`src/ad_pkg.sv`:
```
// shared constants, register map and carrier types for the audio dac front end
package ad_pkg;
   localparam int unsigned ADDR_W     = 8;
   localparam int unsigned DATA_W     = 32;
   localparam int unsigned SAMPLE_W   = 24;
   localparam int unsigned FIR_STAGES = 6;
   localparam int unsigned NS_W       = 32;
   localparam int unsigned MCNT_W     = 11;

   localparam logic [ADDR_W-1:0] REG_CTRL   = 8'h00;
   localparam logic [ADDR_W-1:0] REG_STATUS = 8'h04;
   localparam logic [ADDR_W-1:0] REG_TEST   = 8'h08;
   localparam logic [ADDR_W-1:0] REG_LEFT   = 8'h0c;
   localparam logic [ADDR_W-1:0] REG_RIGHT  = 8'h10;

   localparam int unsigned CTRL_W        = 6;
   localparam int unsigned CTRL_FMT_LSB  = 0;
   localparam int unsigned CTRL_MUTE_BIT = 2;
   localparam int unsigned CTRL_DEEMPHASIS_ENABLE_BIT = 3;
   localparam int unsigned CTRL_MODE_LSB = 4;
   localparam logic [CTRL_W-1:0] CTRL_RESET = 6'h00;
   localparam int unsigned TEST_W        = 2;
   localparam int unsigned TEST_SIL_BIT  = 0;
   localparam int unsigned TEST_HOLD_BIT = 1;
   localparam logic [TEST_W-1:0] TEST_RESET = 2'h0;

   localparam int unsigned STAT_RATIO_LSB = 0;
   localparam int unsigned STAT_VALID_BIT = 3;
   localparam int unsigned STAT_SIL_BIT   = 4;
   localparam int unsigned STAT_BAD_BIT   = 5;
   localparam int unsigned STAT_POR_BIT   = 6;

   localparam logic [1:0] FMT_I2S   = 2'h0;
   localparam logic [1:0] FMT_LSB16 = 2'h1;
   localparam logic [1:0] FMT_LSB20 = 2'h2;
   localparam logic [1:0] FMT_LSB24 = 2'h3;

   localparam logic [1:0] MODE_NORMAL = 2'h0;
   localparam logic [1:0] MODE_LOW    = 2'h1;
   localparam logic [1:0] MODE_SLEEP  = 2'h2;

   localparam logic [2:0] RATIO_NONE = 3'h7;
   localparam logic [2:0] RATIO_FIRST_LOW_BAD = 3'h4;
   localparam int RATIO_TAB [6] = '{768, 512, 384, 256, 192, 128};
   localparam int OS_NORMAL = 64;
   localparam int OS_LOW    = 128;

   localparam int unsigned SYS_CLK_MHZ = 40;
   localparam int unsigned POR_TIME_NS = 1000;
   localparam int unsigned POR_CYCLES  = (POR_TIME_NS * SYS_CLK_MHZ + 999) / 1000;
   localparam logic [8:0] GAIN_MAX = 9'h100;

   localparam logic [1:0] RESP_OKAY   = 2'h0;
   localparam logic [1:0] RESP_SLVERR = 2'h2;

   typedef struct packed {
      logic              awvalid;
      logic [ADDR_W-1:0] awaddr;
      logic              wvalid;
      logic [DATA_W-1:0] wdata;
      logic [3:0]        wstrb;
      logic              bready;
      logic              arvalid;
      logic [ADDR_W-1:0] araddr;
      logic              rready;
   } ad_axi_req_s;

   typedef struct packed {
      logic              awready;
      logic              wready;
      logic              bvalid;
      logic [1:0]        bresp;
      logic              arready;
      logic              rvalid;
      logic [DATA_W-1:0] rdata;
      logic [1:0]        rresp;
   } ad_axi_rsp_s;

   function automatic logic [2:0] ad_ratio_code(input logic [MCNT_W-1:0] n);
      ad_ratio_code = RATIO_NONE;
      for (int i = 0; i < 6; i++) begin
         if ((int'(n) + 1 >= RATIO_TAB[i]) && (int'(n) <= RATIO_TAB[i] + 1)) begin
            ad_ratio_code = 3'(i);
         end
      end
   endfunction
endpackage

```
`src/ad_sync.sv`:
```
// three-flop synchroniser with agreement filter for pin inputs
`timescale 1ns/1ps
module ad_sync
   import ad_pkg::*;
#(
   parameter int unsigned W = 4
) (
   input  wire logic         sys_clk_i,
   input  wire logic         reset_n_i,
   input  wire logic [W-1:0] pin_i,
   output logic      [W-1:0] level_o
);
   typedef struct packed {
      logic [W-1:0] s1;
      logic [W-1:0] s2;
      logic [W-1:0] s3;
      logic [W-1:0] lvl;
   } ad_sync_s;

   ad_sync_s q;
   ad_sync_s d;

   always_comb begin
      d    = q;
      d.s1 = pin_i;
      d.s2 = q.s1;
      d.s3 = q.s2;
      for (int i = 0; i < int'(W); i++) begin
         // a change counts only once second and third stage agree
         if (q.s2[i] == q.s3[i]) begin
            d.lvl[i] = q.s3[i];
         end
      end
   end

   always_ff @(posedge sys_clk_i or negedge reset_n_i) begin
      if (!reset_n_i) begin
         q <= '0;
      end else begin
         q <= d;
      end
   end

   assign level_o = q.lvl;
endmodule

```
`src/ad_shaper.sv`:
```
// fifth-order one-bit noise shaper for one channel
`timescale 1ns/1ps
module ad_shaper
   import ad_pkg::*;
(
   input  wire logic                       sys_clk_i,
   input  wire logic                       reset_n_i,
   input  wire logic                       step_i,
   input  wire logic                       sleep_i,
   input  wire logic signed [SAMPLE_W-1:0] sample_i,
   output logic                            bit_o
);
   localparam logic signed [NS_W-1:0] FULL_SCALE = 32'sh0080_0000;
   localparam logic signed [NS_W-1:0] LIMIT      = 32'sh1000_0000;

   typedef struct packed {
      logic [4:0][NS_W-1:0] integ;
      logic                 bitv;
   } ad_shaper_s;

   ad_shaper_s q;
   ad_shaper_s d;

   // clamping keeps an overloaded loop from wrapping round
   function automatic logic signed [NS_W-1:0] clamp(input logic signed [NS_W-1:0] v);
      if (v > LIMIT) begin
         clamp = LIMIT;
      end else if (v < -LIMIT) begin
         clamp = -LIMIT;
      end else begin
         clamp = v;
      end
   endfunction

   always_comb begin
      logic signed [NS_W-1:0] fb;
      logic signed [NS_W-1:0] acc;
      fb  = '0;
      acc = '0;
      d   = q;
      fb  = q.bitv ? FULL_SCALE : -FULL_SCALE;
      if (sleep_i) begin
         d = '0;
      end else if (step_i) begin
         acc        = $signed(q.integ[0]) + NS_W'(sample_i) - fb;
         d.integ[0] = clamp(acc);
         for (int k = 1; k < 5; k++) begin
            acc        = $signed(q.integ[k]) + ($signed(q.integ[k-1]) >>> 2) - (fb >>> (k + 1));
            d.integ[k] = clamp(acc);
         end
         d.bitv = ($signed(d.integ[4]) >= 0);
      end
   end

   always_ff @(posedge sys_clk_i or negedge reset_n_i) begin
      if (!reset_n_i) begin
         q <= '0;
      end else begin
         q <= d;
      end
   end

   assign bit_o = q.bitv;
endmodule

```
`src/ad_top.sv`:
```
// audio dac digital front end: serial receiver, ratio detect, fir, mute, shaper
//
// Design decisions made here: the AXI4-Lite slave port and the register addresses.
`timescale 1ns/1ps
module ad_top
   import ad_pkg::*;
(
   input  wire logic        sys_clk_i,
   input  wire logic        reset_n_i,
   input  wire ad_axi_req_s axi_req_i,
   output ad_axi_rsp_s      axi_rsp_o,
   input  wire logic        bit_clock_in_i,
   input  wire logic        word_select_i,
   input  wire logic        serial_data_i,
   input  wire logic        master_clock_in_i,
   output logic [1:0]       bitstream_o,
   output logic             silence_switch_o,
   output logic             power_down_o
);
   typedef logic signed [SAMPLE_W-1:0] smp_t;

   typedef struct packed {
      ad_axi_rsp_s                 rsp;
      logic                        aw_have;
      logic [ADDR_W-1:0]           aw_addr;
      logic                        w_have;
      logic [DATA_W-1:0]           w_data;
      logic [3:0]                  w_strb;
      logic [CTRL_W-1:0]           ctrl;
      logic [TEST_W-1:0]           test;
      logic [5:0]                  por_cnt;
      logic                        por_busy;
      logic                        bck_prev;
      logic                        ws_bck;
      logic [SAMPLE_W-1:0]         sr;
      logic [SAMPLE_W-1:0]         iw;
      logic [4:0]                  cnt;
      logic [1:0][SAMPLE_W-1:0]    word;
      logic                        frame;
      logic                        mclk_prev;
      logic                        ws_sys_prev;
      logic [MCNT_W-1:0]           mcnt;
      logic [2:0]                  ratio;
      logic [3:0]                  div_cnt;
      logic                        os_en;
      logic [1:0][SAMPLE_W-1:0]    de;
      logic [8:0]                  gain;
      logic [1:0][SAMPLE_W-1:0]    hold;
      logic [1:0][FIR_STAGES-1:0][SAMPLE_W-1:0] fir;
      logic                        silence;
      logic                        sleep;
   } ad_top_s;

   ad_top_s    q;
   ad_top_s    d;
   logic [3:0] sy;
   logic       s_bck;
   logic       s_ws;
   logic       s_data;
   logic       s_mclk;

   ad_sync #(
      .W (4)
   ) u_sync (
      .sys_clk_i (sys_clk_i),
      .reset_n_i (reset_n_i),
      .pin_i     ({master_clock_in_i, serial_data_i, word_select_i, bit_clock_in_i}),
      .level_o   (sy)
   );

   assign s_bck  = sy[0];
   assign s_ws   = sy[1];
   assign s_data = sy[2];
   assign s_mclk = sy[3];

   function automatic logic [DATA_W-1:0] wmerge(input logic [DATA_W-1:0] old,
                                                input logic [DATA_W-1:0] nw,
                                                input logic [3:0]        strb);
      wmerge = old;
      for (int b = 0; b < 4; b++) begin
         if (strb[b]) begin
            wmerge[b*8 +: 8] = nw[b*8 +: 8];
         end
      end
   endfunction

   // i2s word: msb came one bck after the ws change, lsb arrives with the next change
   function automatic logic [SAMPLE_W-1:0] i2s_word(input logic [SAMPLE_W-1:0] iw,
                                                    input logic                lsb,
                                                    input logic [4:0]          cnt);
      logic [SAMPLE_W-1:0] full;
      full = {iw[SAMPLE_W-2:0], lsb};
      if (cnt < 5'd24) begin
         i2s_word = full << (5'd23 - cnt);
      end else begin
         i2s_word = iw;
      end
   endfunction

   // lsb-justified word: the last n bits before the ws change, left aligned
   function automatic logic [SAMPLE_W-1:0] lsb_word(input logic [SAMPLE_W-1:0] sr,
                                                    input logic [1:0]          fmt);
      case (fmt)
         FMT_LSB16: lsb_word = sr << 8;
         FMT_LSB20: lsb_word = sr << 4;
         default:   lsb_word = sr;
      endcase
   endfunction

   // 3/4 current plus 1/4 last output: a one-pole treble cut at the sample rate
   function automatic smp_t deemphasis_enable_f(input smp_t x, input smp_t prev, input logic on);
      logic signed [SAMPLE_W+1:0] acc;
      acc = ($signed({x, 1'b0}) + (SAMPLE_W+2)'(x) + (SAMPLE_W+2)'(prev)) >>> 2;
      deemphasis_enable_f = on ? SAMPLE_W'(acc) : x;
   endfunction

   function automatic smp_t apply_gain(input smp_t x, input logic [8:0] g);
      logic signed [SAMPLE_W+9:0] p;
      p = (SAMPLE_W+10)'(x) * $signed({1'b0, g});
      apply_gain = SAMPLE_W'(p >>> 8);
   endfunction

   // master clock edges per oversampling step; zero marks an unusable ratio
   function automatic logic [3:0] os_div(input logic [2:0] code, input logic low);
      os_div = 4'h0;
      if (code < 3'd6) begin
         if (!low) begin
            os_div = 4'(RATIO_TAB[code] / OS_NORMAL);
         end else if (code < RATIO_FIRST_LOW_BAD) begin
            os_div = 4'(RATIO_TAB[code] / OS_LOW);
         end
      end
   endfunction

   always_comb begin
      logic [DATA_W-1:0]   wv;
      logic [DATA_W-1:0]   rv;
      logic [1:0]          rsp;
      logic [SAMPLE_W-1:0] nw;
      logic [1:0]          fmt;
      logic                mute;
      logic                low;
      logic [3:0]          div;
      smp_t                src;
      wv   = '0;
      rv   = '0;
      rsp  = RESP_OKAY;
      nw   = '0;
      src  = '0;
      d    = q;
      fmt  = q.ctrl[CTRL_FMT_LSB +: 2];
      mute = q.ctrl[CTRL_MUTE_BIT];
      low  = (q.ctrl[CTRL_MODE_LSB +: 2] == MODE_LOW);
      div  = os_div(q.ratio, low);

      // internal reset stretch keeps test control cleared
      if (q.por_cnt != 6'h00) begin
         d.por_cnt = q.por_cnt - 6'h01;
      end
      d.por_busy = (d.por_cnt != 6'h00);
      if (d.por_busy) begin
         d.test = TEST_RESET;
      end

      // register write path: address and data taken in either order
      if (axi_req_i.awvalid && q.rsp.awready) begin
         d.aw_have = 1'b1;
         d.aw_addr = axi_req_i.awaddr;
      end
      if (axi_req_i.wvalid && q.rsp.wready) begin
         d.w_have = 1'b1;
         d.w_data = axi_req_i.wdata;
         d.w_strb = axi_req_i.wstrb;
      end
      if (q.rsp.bvalid && axi_req_i.bready) begin
         d.rsp.bvalid = 1'b0;
      end
      if (q.aw_have && q.w_have && !q.rsp.bvalid) begin
         d.aw_have    = 1'b0;
         d.w_have     = 1'b0;
         d.rsp.bvalid = 1'b1;
         d.rsp.bresp  = RESP_OKAY;
         case (q.aw_addr)
            REG_CTRL: begin
               wv     = wmerge(DATA_W'(q.ctrl), q.w_data, q.w_strb);
               d.ctrl = wv[CTRL_W-1:0];
            end
            REG_TEST: begin
               wv = wmerge(DATA_W'(q.test), q.w_data, q.w_strb);
               if (!q.por_busy) begin
                  d.test = wv[TEST_W-1:0];
               end
            end
            REG_STATUS, REG_LEFT, REG_RIGHT: begin
            end
            default: begin
               d.rsp.bresp = RESP_SLVERR;
            end
         endcase
      end
      d.rsp.awready = !d.aw_have && !d.rsp.bvalid;
      d.rsp.wready  = !d.w_have && !d.rsp.bvalid;

      // register read path
      if (q.rsp.rvalid && axi_req_i.rready) begin
         d.rsp.rvalid = 1'b0;
      end
      if (axi_req_i.arvalid && q.rsp.arready) begin
         case (axi_req_i.araddr)
            REG_CTRL: rv = DATA_W'(q.ctrl);
            REG_TEST: rv = DATA_W'(q.test);
            REG_STATUS: begin
               rv[STAT_RATIO_LSB +: 3] = q.ratio;
               rv[STAT_VALID_BIT]      = (q.ratio != RATIO_NONE);
               rv[STAT_SIL_BIT]        = q.silence;
               rv[STAT_BAD_BIT]        = (div == 4'h0);
               rv[STAT_POR_BIT]        = q.por_busy;
            end
            REG_LEFT:  rv = DATA_W'(q.word[0]);
            REG_RIGHT: rv = DATA_W'(q.word[1]);
            default:   rsp = RESP_SLVERR;
         endcase
         d.rsp.rvalid = 1'b1;
         d.rsp.rdata  = rv;
         d.rsp.rresp  = rsp;
      end
      d.rsp.arready = !d.rsp.rvalid;

      // serial receiver, slave to the source's bit clock and word select
      d.frame    = 1'b0;
      d.bck_prev = s_bck;
      if (s_bck && !q.bck_prev) begin
         d.sr = {q.sr[SAMPLE_W-2:0], s_data};
         if (s_ws != q.ws_bck) begin
            if (fmt == FMT_I2S) begin
               nw = i2s_word(q.iw, s_data, q.cnt);
            end else begin
               nw = lsb_word(q.sr, fmt);
            end
            d.word[q.ws_bck] = nw;
            d.frame          = q.ws_bck;
            d.cnt            = 5'h00;
         end else begin
            if (q.cnt < 5'd24) begin
               d.iw = {q.iw[SAMPLE_W-2:0], s_data};
            end
            if (q.cnt != 5'h1f) begin
               d.cnt = q.cnt + 5'h01;
            end
         end
         d.ws_bck = s_ws;
      end

      // ratio detect: master clock edges per word select period
      d.mclk_prev   = s_mclk;
      d.ws_sys_prev = s_ws;
      d.os_en       = 1'b0;
      if (s_ws && !q.ws_sys_prev) begin
         d.ratio = ad_ratio_code(q.mcnt);
         d.mcnt  = '0;
      end else if (s_mclk && !q.mclk_prev && (q.mcnt != '1)) begin
         d.mcnt = q.mcnt + MCNT_W'(1);
      end
      // an unsupported ratio stops the oversampling clock entirely
      if (div == 4'h0) begin
         d.div_cnt = 4'h0;
      end else if (s_mclk && !q.mclk_prev) begin
         if (q.div_cnt + 4'h1 >= div) begin
            d.div_cnt = 4'h0;
            d.os_en   = 1'b1;
         end else begin
            d.div_cnt = q.div_cnt + 4'h1;
         end
      end

      // per-frame de-emphasis and soft mute ramp
      if (q.frame) begin
         for (int c = 0; c < 2; c++) begin
            d.de[c]   = deemphasis_enable_f(smp_t'(q.word[c]), smp_t'(q.de[c]),
                               q.ctrl[CTRL_DEEMPHASIS_ENABLE_BIT]);
            d.hold[c] = apply_gain(smp_t'(d.de[c]), q.gain);
         end
         if (mute) begin
            if (q.gain != 9'h000) begin
               d.gain = q.gain - 9'h001;
            end
         end else if (q.gain != GAIN_MAX) begin
            d.gain = q.gain + 9'h001;
         end
      end
      d.silence = (mute && (q.gain == 9'h000)) || q.test[TEST_SIL_BIT];

      // fir smoothing cascade runs on every oversampling step
      if (q.os_en) begin
         for (int c = 0; c < 2; c++) begin
            for (int s = 0; s < int'(FIR_STAGES); s++) begin
               src = (s == 0) ? smp_t'(q.hold[c]) : smp_t'(q.fir[c][s-1]);
               d.fir[c][s] = SAMPLE_W'(((SAMPLE_W+1)'(src) +
                             (SAMPLE_W+1)'(smp_t'(q.fir[c][s]))) >>> 1);
            end
         end
      end

      d.sleep = (q.ctrl[CTRL_MODE_LSB +: 2] == MODE_SLEEP) ||
                (q.ctrl[CTRL_MODE_LSB +: 2] == 2'h3);
      if (d.sleep) begin
         d.fir  = '0;
         d.hold = '0;
      end
   end

   always_ff @(posedge sys_clk_i or negedge reset_n_i) begin
      if (!reset_n_i) begin
         q          <= '0;
         q.ctrl     <= CTRL_RESET;
         q.test     <= TEST_RESET;
         q.por_cnt  <= 6'(POR_CYCLES);
         q.por_busy <= 1'b1;
         q.ratio    <= RATIO_NONE;
         q.gain     <= GAIN_MAX;
      end else begin
         q <= d;
      end
   end

   // shapers step with the fir but can be frozen for test
   for (genvar c = 0; c < 2; c++) begin : g_ch
      ad_shaper u_shaper (
         .sys_clk_i (sys_clk_i),
         .reset_n_i (reset_n_i),
         .step_i    (q.os_en && !q.test[TEST_HOLD_BIT]),
         .sleep_i   (q.sleep),
         .sample_i  (smp_t'(q.fir[c][FIR_STAGES-1])),
         .bit_o     (bitstream_o[c])
      );
   end

   assign axi_rsp_o        = q.rsp;
   assign silence_switch_o = q.silence;
   assign power_down_o     = q.sleep;
endmodule

```
`config.mk`:
```
export PLATFORM = sky130hd
export DESIGN_NAME = ad_top
export DESIGN_NICKNAME = d
export VERILOG_FILES = /design/src/ad_pkg.sv /design/src/ad_sync.sv /design/src/ad_shaper.sv /design/src/ad_top.sv
export SDC_FILE = /design/constraint.sdc
export NUM_CORES = 2
export LEC_CHECK = 0
export BUFFER_PORTS_ARGS = -buffer_cell sky130_fd_sc_hd__buf_2
export CORE_MARGIN = 1
export CORE_UTILIZATION = 56
export DETAILED_ROUTE_END_ITERATION = 8
export GPL_TIMING_DRIVEN = 0
export HOLD_SLACK_MARGIN = 0.03
export PLACE_DENSITY = 0.72
export SETUP_SLACK_MARGIN = 0.05
export SLEW_MARGIN = 10
export SYNTH_ARGS = -nofsm -noshare
export SYNTH_HDL_FRONTEND = slang
export SYNTH_HIERARCHICAL = 1
export SYNTH_SLANG_ARGS = --single-unit
```
`constraint.sdc`:
```
create_clock -name sys_clk_i -period 25 [get_ports sys_clk_i]
set_input_delay 1.25 -clock sys_clk_i [delete_from_list [all_inputs] [get_ports sys_clk_i]]
set_output_delay 1.25 -clock sys_clk_i [all_outputs]
set_load 0.01 [all_outputs]
```
==> run summary <==
The run finished with clean final reports. Setup violations remaining at the end of the flow were counted as 0. The clock insertion delay at the later pin of the skew report came out at 780 ps.

The normalized max-slew margin is 8.72%. Setup repair after global routing left no endpoint under its margin. The count of flip-flops with a built-in enable after synthesis came out at 0. The region available for standard cell placement spans 0.167 mm². TritonCTS created 112 clock buffers. The data required time at the worst endpoint came out at 25680 ps. Entering global routing, the biggest net connects 150 pins. The clock passes through at most 3 buffers. The min-delay analysis places its worst path in the category in2async. The kind of start point of the critical path is a register. The final design utilization is 60.8%. The post-detailed-route via-to-cell ratio came out at 6.10. In this run the horizontal extent of the chip is 412 µm. The total of cells resized after clock tree synthesis came out at 0. The total number of vias is 81700.

The HPWL after detailed placement is 212000 µm. The number of max-capacitance violations reported came out at 0. The number of cells after detailed placement is 13200.

Counting every sink on the clock net gives 921. The layout overhead on the synthesized area came out at 7.73%. The layout cell share with drive strength beyond 1 is 5.47%.

Counting stages on the worst path, the most repeated cell is fa_1. The total congestion overflow came out at 0. The cell with the largest stage delay on the worst path is a21oi_1. In the post-synthesis netlist, the biggest area contributors are dfrtp_1, ha_1, fa_1. The number of global-route vias before repair came out at 80300.

The async set-or-reset flop fraction in the synthesized netlist came out at 100%. The average detailed-routed wire length per instance came out at 20.2 µm. The commonest cells after synthesis are inv_1, nand2_1, ha_1. The floorplan step defined a die boundary enclosing 0.170 mm².

The maximum fanout along the worst path came out at 10. Row generation in the floorplan step produced 150 rows. The number of instances in the synthesized netlist is 10900. In this run the cell area measured after placement is 0.0976 mm².

The wire length of the first global-routing pass is 432000 µm. The total of hold buffers inserted after clock tree synthesis came out at 0. Across every metal layer, demand over resource in global routing totals 31.7%.

The synthesized flop and latch total is 921. For the final routed database, the setup TNS stands at 0 ps. The final period demand of the worst path is 10120 ps. The share of synthesized area occupied by flip-flops and latches came out at 24.5%. The remaining antenna violation count after routing came out at 0. During placement, the flow inserted port buffers numbering 66.

The cell area after layout is 0.102 mm². Among all cell types in the netlist, the one instantiated most often is inv_1. The filler cells instantiated in the layout total 14600. TritonCTS built the clock tree. The last weighted congestion value of the routability-driven placer is 0.951.

The count of nets after finishing is 12700. The violation count after the first detailed-routing iteration is 6544. The final-report max-slew violation count was 0. The share of the synthesized area in the top cell type came out at 24.3%. The number of setup buffers added after CTS is 0. The highest clock rate came out at 0.0988 GHz. The final layout contains routed wiring with a total length of 270000 µm.

The number of antenna violations at the first check in global routing came out at 4. The level count of the clock H-tree is 3. Once the floorplan was initialized, standard cells occupied 56.4% of the core.

Tracing the worst setup path back leads to its startpoint at q[417]. The worst reg2reg path startpoint is q[417]. The worst setup path is of the reg2reg kind. The I/O pin count is 108.

The number of hold violations in the final report came out at 0. The residual DRC count is 0. The detailed-router iteration count before antenna repair came out at 7. A synthesized cell averages 8.64 µm². The setup clock skew after layout came out at 49.7 ps. The count of cell types in the netlist is 126. The final standard cell count with taps included and fillers excluded is 13400.

The chip height came out at 412 µm. CTS placed an instance of clkbuf_16 at the clock tree root. The CTS clock-pin slew for the worst setup and hold paths came out at 60 ps. In this design, the stage delay of the slowest critical-path cell is 1050 ps. STA classifies the critical path endpoint as a register. In the synthesized netlist the dominant register cell turns out to be dfrtp_1. Dividing the final minimum period by the clock period gives 40.5%. The total number of yosys warnings came out at 6. STA puts the critical path data arrival time at 10800 ps. The area of the mapped netlist came out at 0.0942 mm².

Summed over all instances, the cell type with the most area after synthesis is dfrtp_1. The worst-margin pin slew came out at 1370 ps.
cell families after synthesis:
kind of cell	Yosys count	synth area share (%)
muxes	309	3.58
adders and majority gates	1510	24.0
xor gates and xnor gates	578	5.39
DFF	921	24.5
other	1	0.00398
buffers and inverters	1675	6.95
and+or+nand+nor	3094	15.7
AOI/OAI and AO/OA	2811	19.9
cells in the final DEF (no fill, tap or decap), types with 40 or more instances in the layout:
cell type | netlist | routed
clkbuf_16 | 0 | 112
ha_1 | 1007 | 1007
inv_1 | 1232 | 1232
nor2b_1 | 140 | 140
a21oi_1 | 711 | 711
o21ai_1 | 135 | 135
or3_1 | 69 | 69
nand2_1 | 1104 | 1104
nand3_1 | 161 | 161
dfrtp_1 | 914 | 912
buf_4 | 52 | 52
o31ai_1 | 109 | 108
xor2_1 | 219 | 219
nand4_1 | 92 | 92
a22oi_1 | 46 | 46
nor2_1 | 724 | 724
xnor2_1 | 358 | 358
o21bai_1 | 71 | 71
a32o_1 | 65 | 65
fa_1 | 499 | 499
a31oi_1 | 77 | 77
a211oi_1 | 133 | 133
clkbuf_1 | 331 | 354
nor3_1 | 150 | 150
mux2_2 | 128 | 128
mux2i_1 | 170 | 168
and3_1 | 68 | 68
a22o_1 | 100 | 100
o211ai_1 | 80 | 80
o21ai_0 | 494 | 494
nand2b_1 | 142 | 142
nor4_1 | 40 | 40
o21a_1 | 115 | 115
and2_1 | 204 | 204
buf_2 | 22 | 87
a21o_1 | 233 | 233
final cells by class:
type                       instances  area (µm²)  share of cell area (%)
timing repair buffer              76         597                   0.588
inverter                        1233        4630                    4.56
antenna                            1        2.50                 0.00247
buffer                           442        1920                    1.89
clock inverter                    57         709                   0.699
multi-input combinational       8312       64700                    63.7
sequential                       921       23100                    22.7
clock buffer                     154        3150                    3.10
tap                             2204        2760                    2.72
registers in the layout, indices dropped and copies added (netlist names):
signal,cells
g_ch.u_shaper/bit_o,2
power_down_o,1
silence_switch_o,1
q,550
u_sync/d,8
u_sync/level_o,4
axi_rsp_o,31
u_sync/q,4
g_ch.u_shaper/q,320
critical path, delay by kind of cell (launching register included):
family | cells | cell delay (ps)
AND/OR/NAND/NOR | 5 | 950
AO/OA/AOI/OAI | 12 | 3890
adder cells (fa/ha/maj) | 8 | 3920
flip-flops | 1 | 520
buffers and inverters | 4 | 250
XOR/XNOR | 2 | 500
final timing paths:
kind | cells past startpoint | endpoint | slack [ps]
hold reg to reg | 0 | u_sync/d[7] | 350
hold / removal | 1 | g_ch[0].u_shaper/q[31] | 270
max in group asynchronous | 5 | q[499] | 21920
setup reg to reg | 31 | q[313] | 14880
min in group sys_clk_i | 0 | u_sync/d[7] | 350
setup / recovery | 31 | q[313] | 14880
stage by stage:
step | setup WS, ps | hold slack, ps
2_1_floorplan | 16710 | 331
3_3_place_gp | 2160 | 335
3_5_place_dp | 14910 | 335
4_1_cts | 14910 | 220
5_1_grt | 14400 | 239
6_report | 14880 | 271
layer usage:
metal	routed length, µm	part of all wire [%]	track usage (%)
met1	116000	43	42.2
met2	124000	46	51.6
met3	17300	6.4	4.50
met4	12400	4.6	13.3
met5	69	0.026	0.254
Power is left out: the tool's default activity adds up to more than one toggle a clock period on the data nets, which glitch-free logic cannot reach.
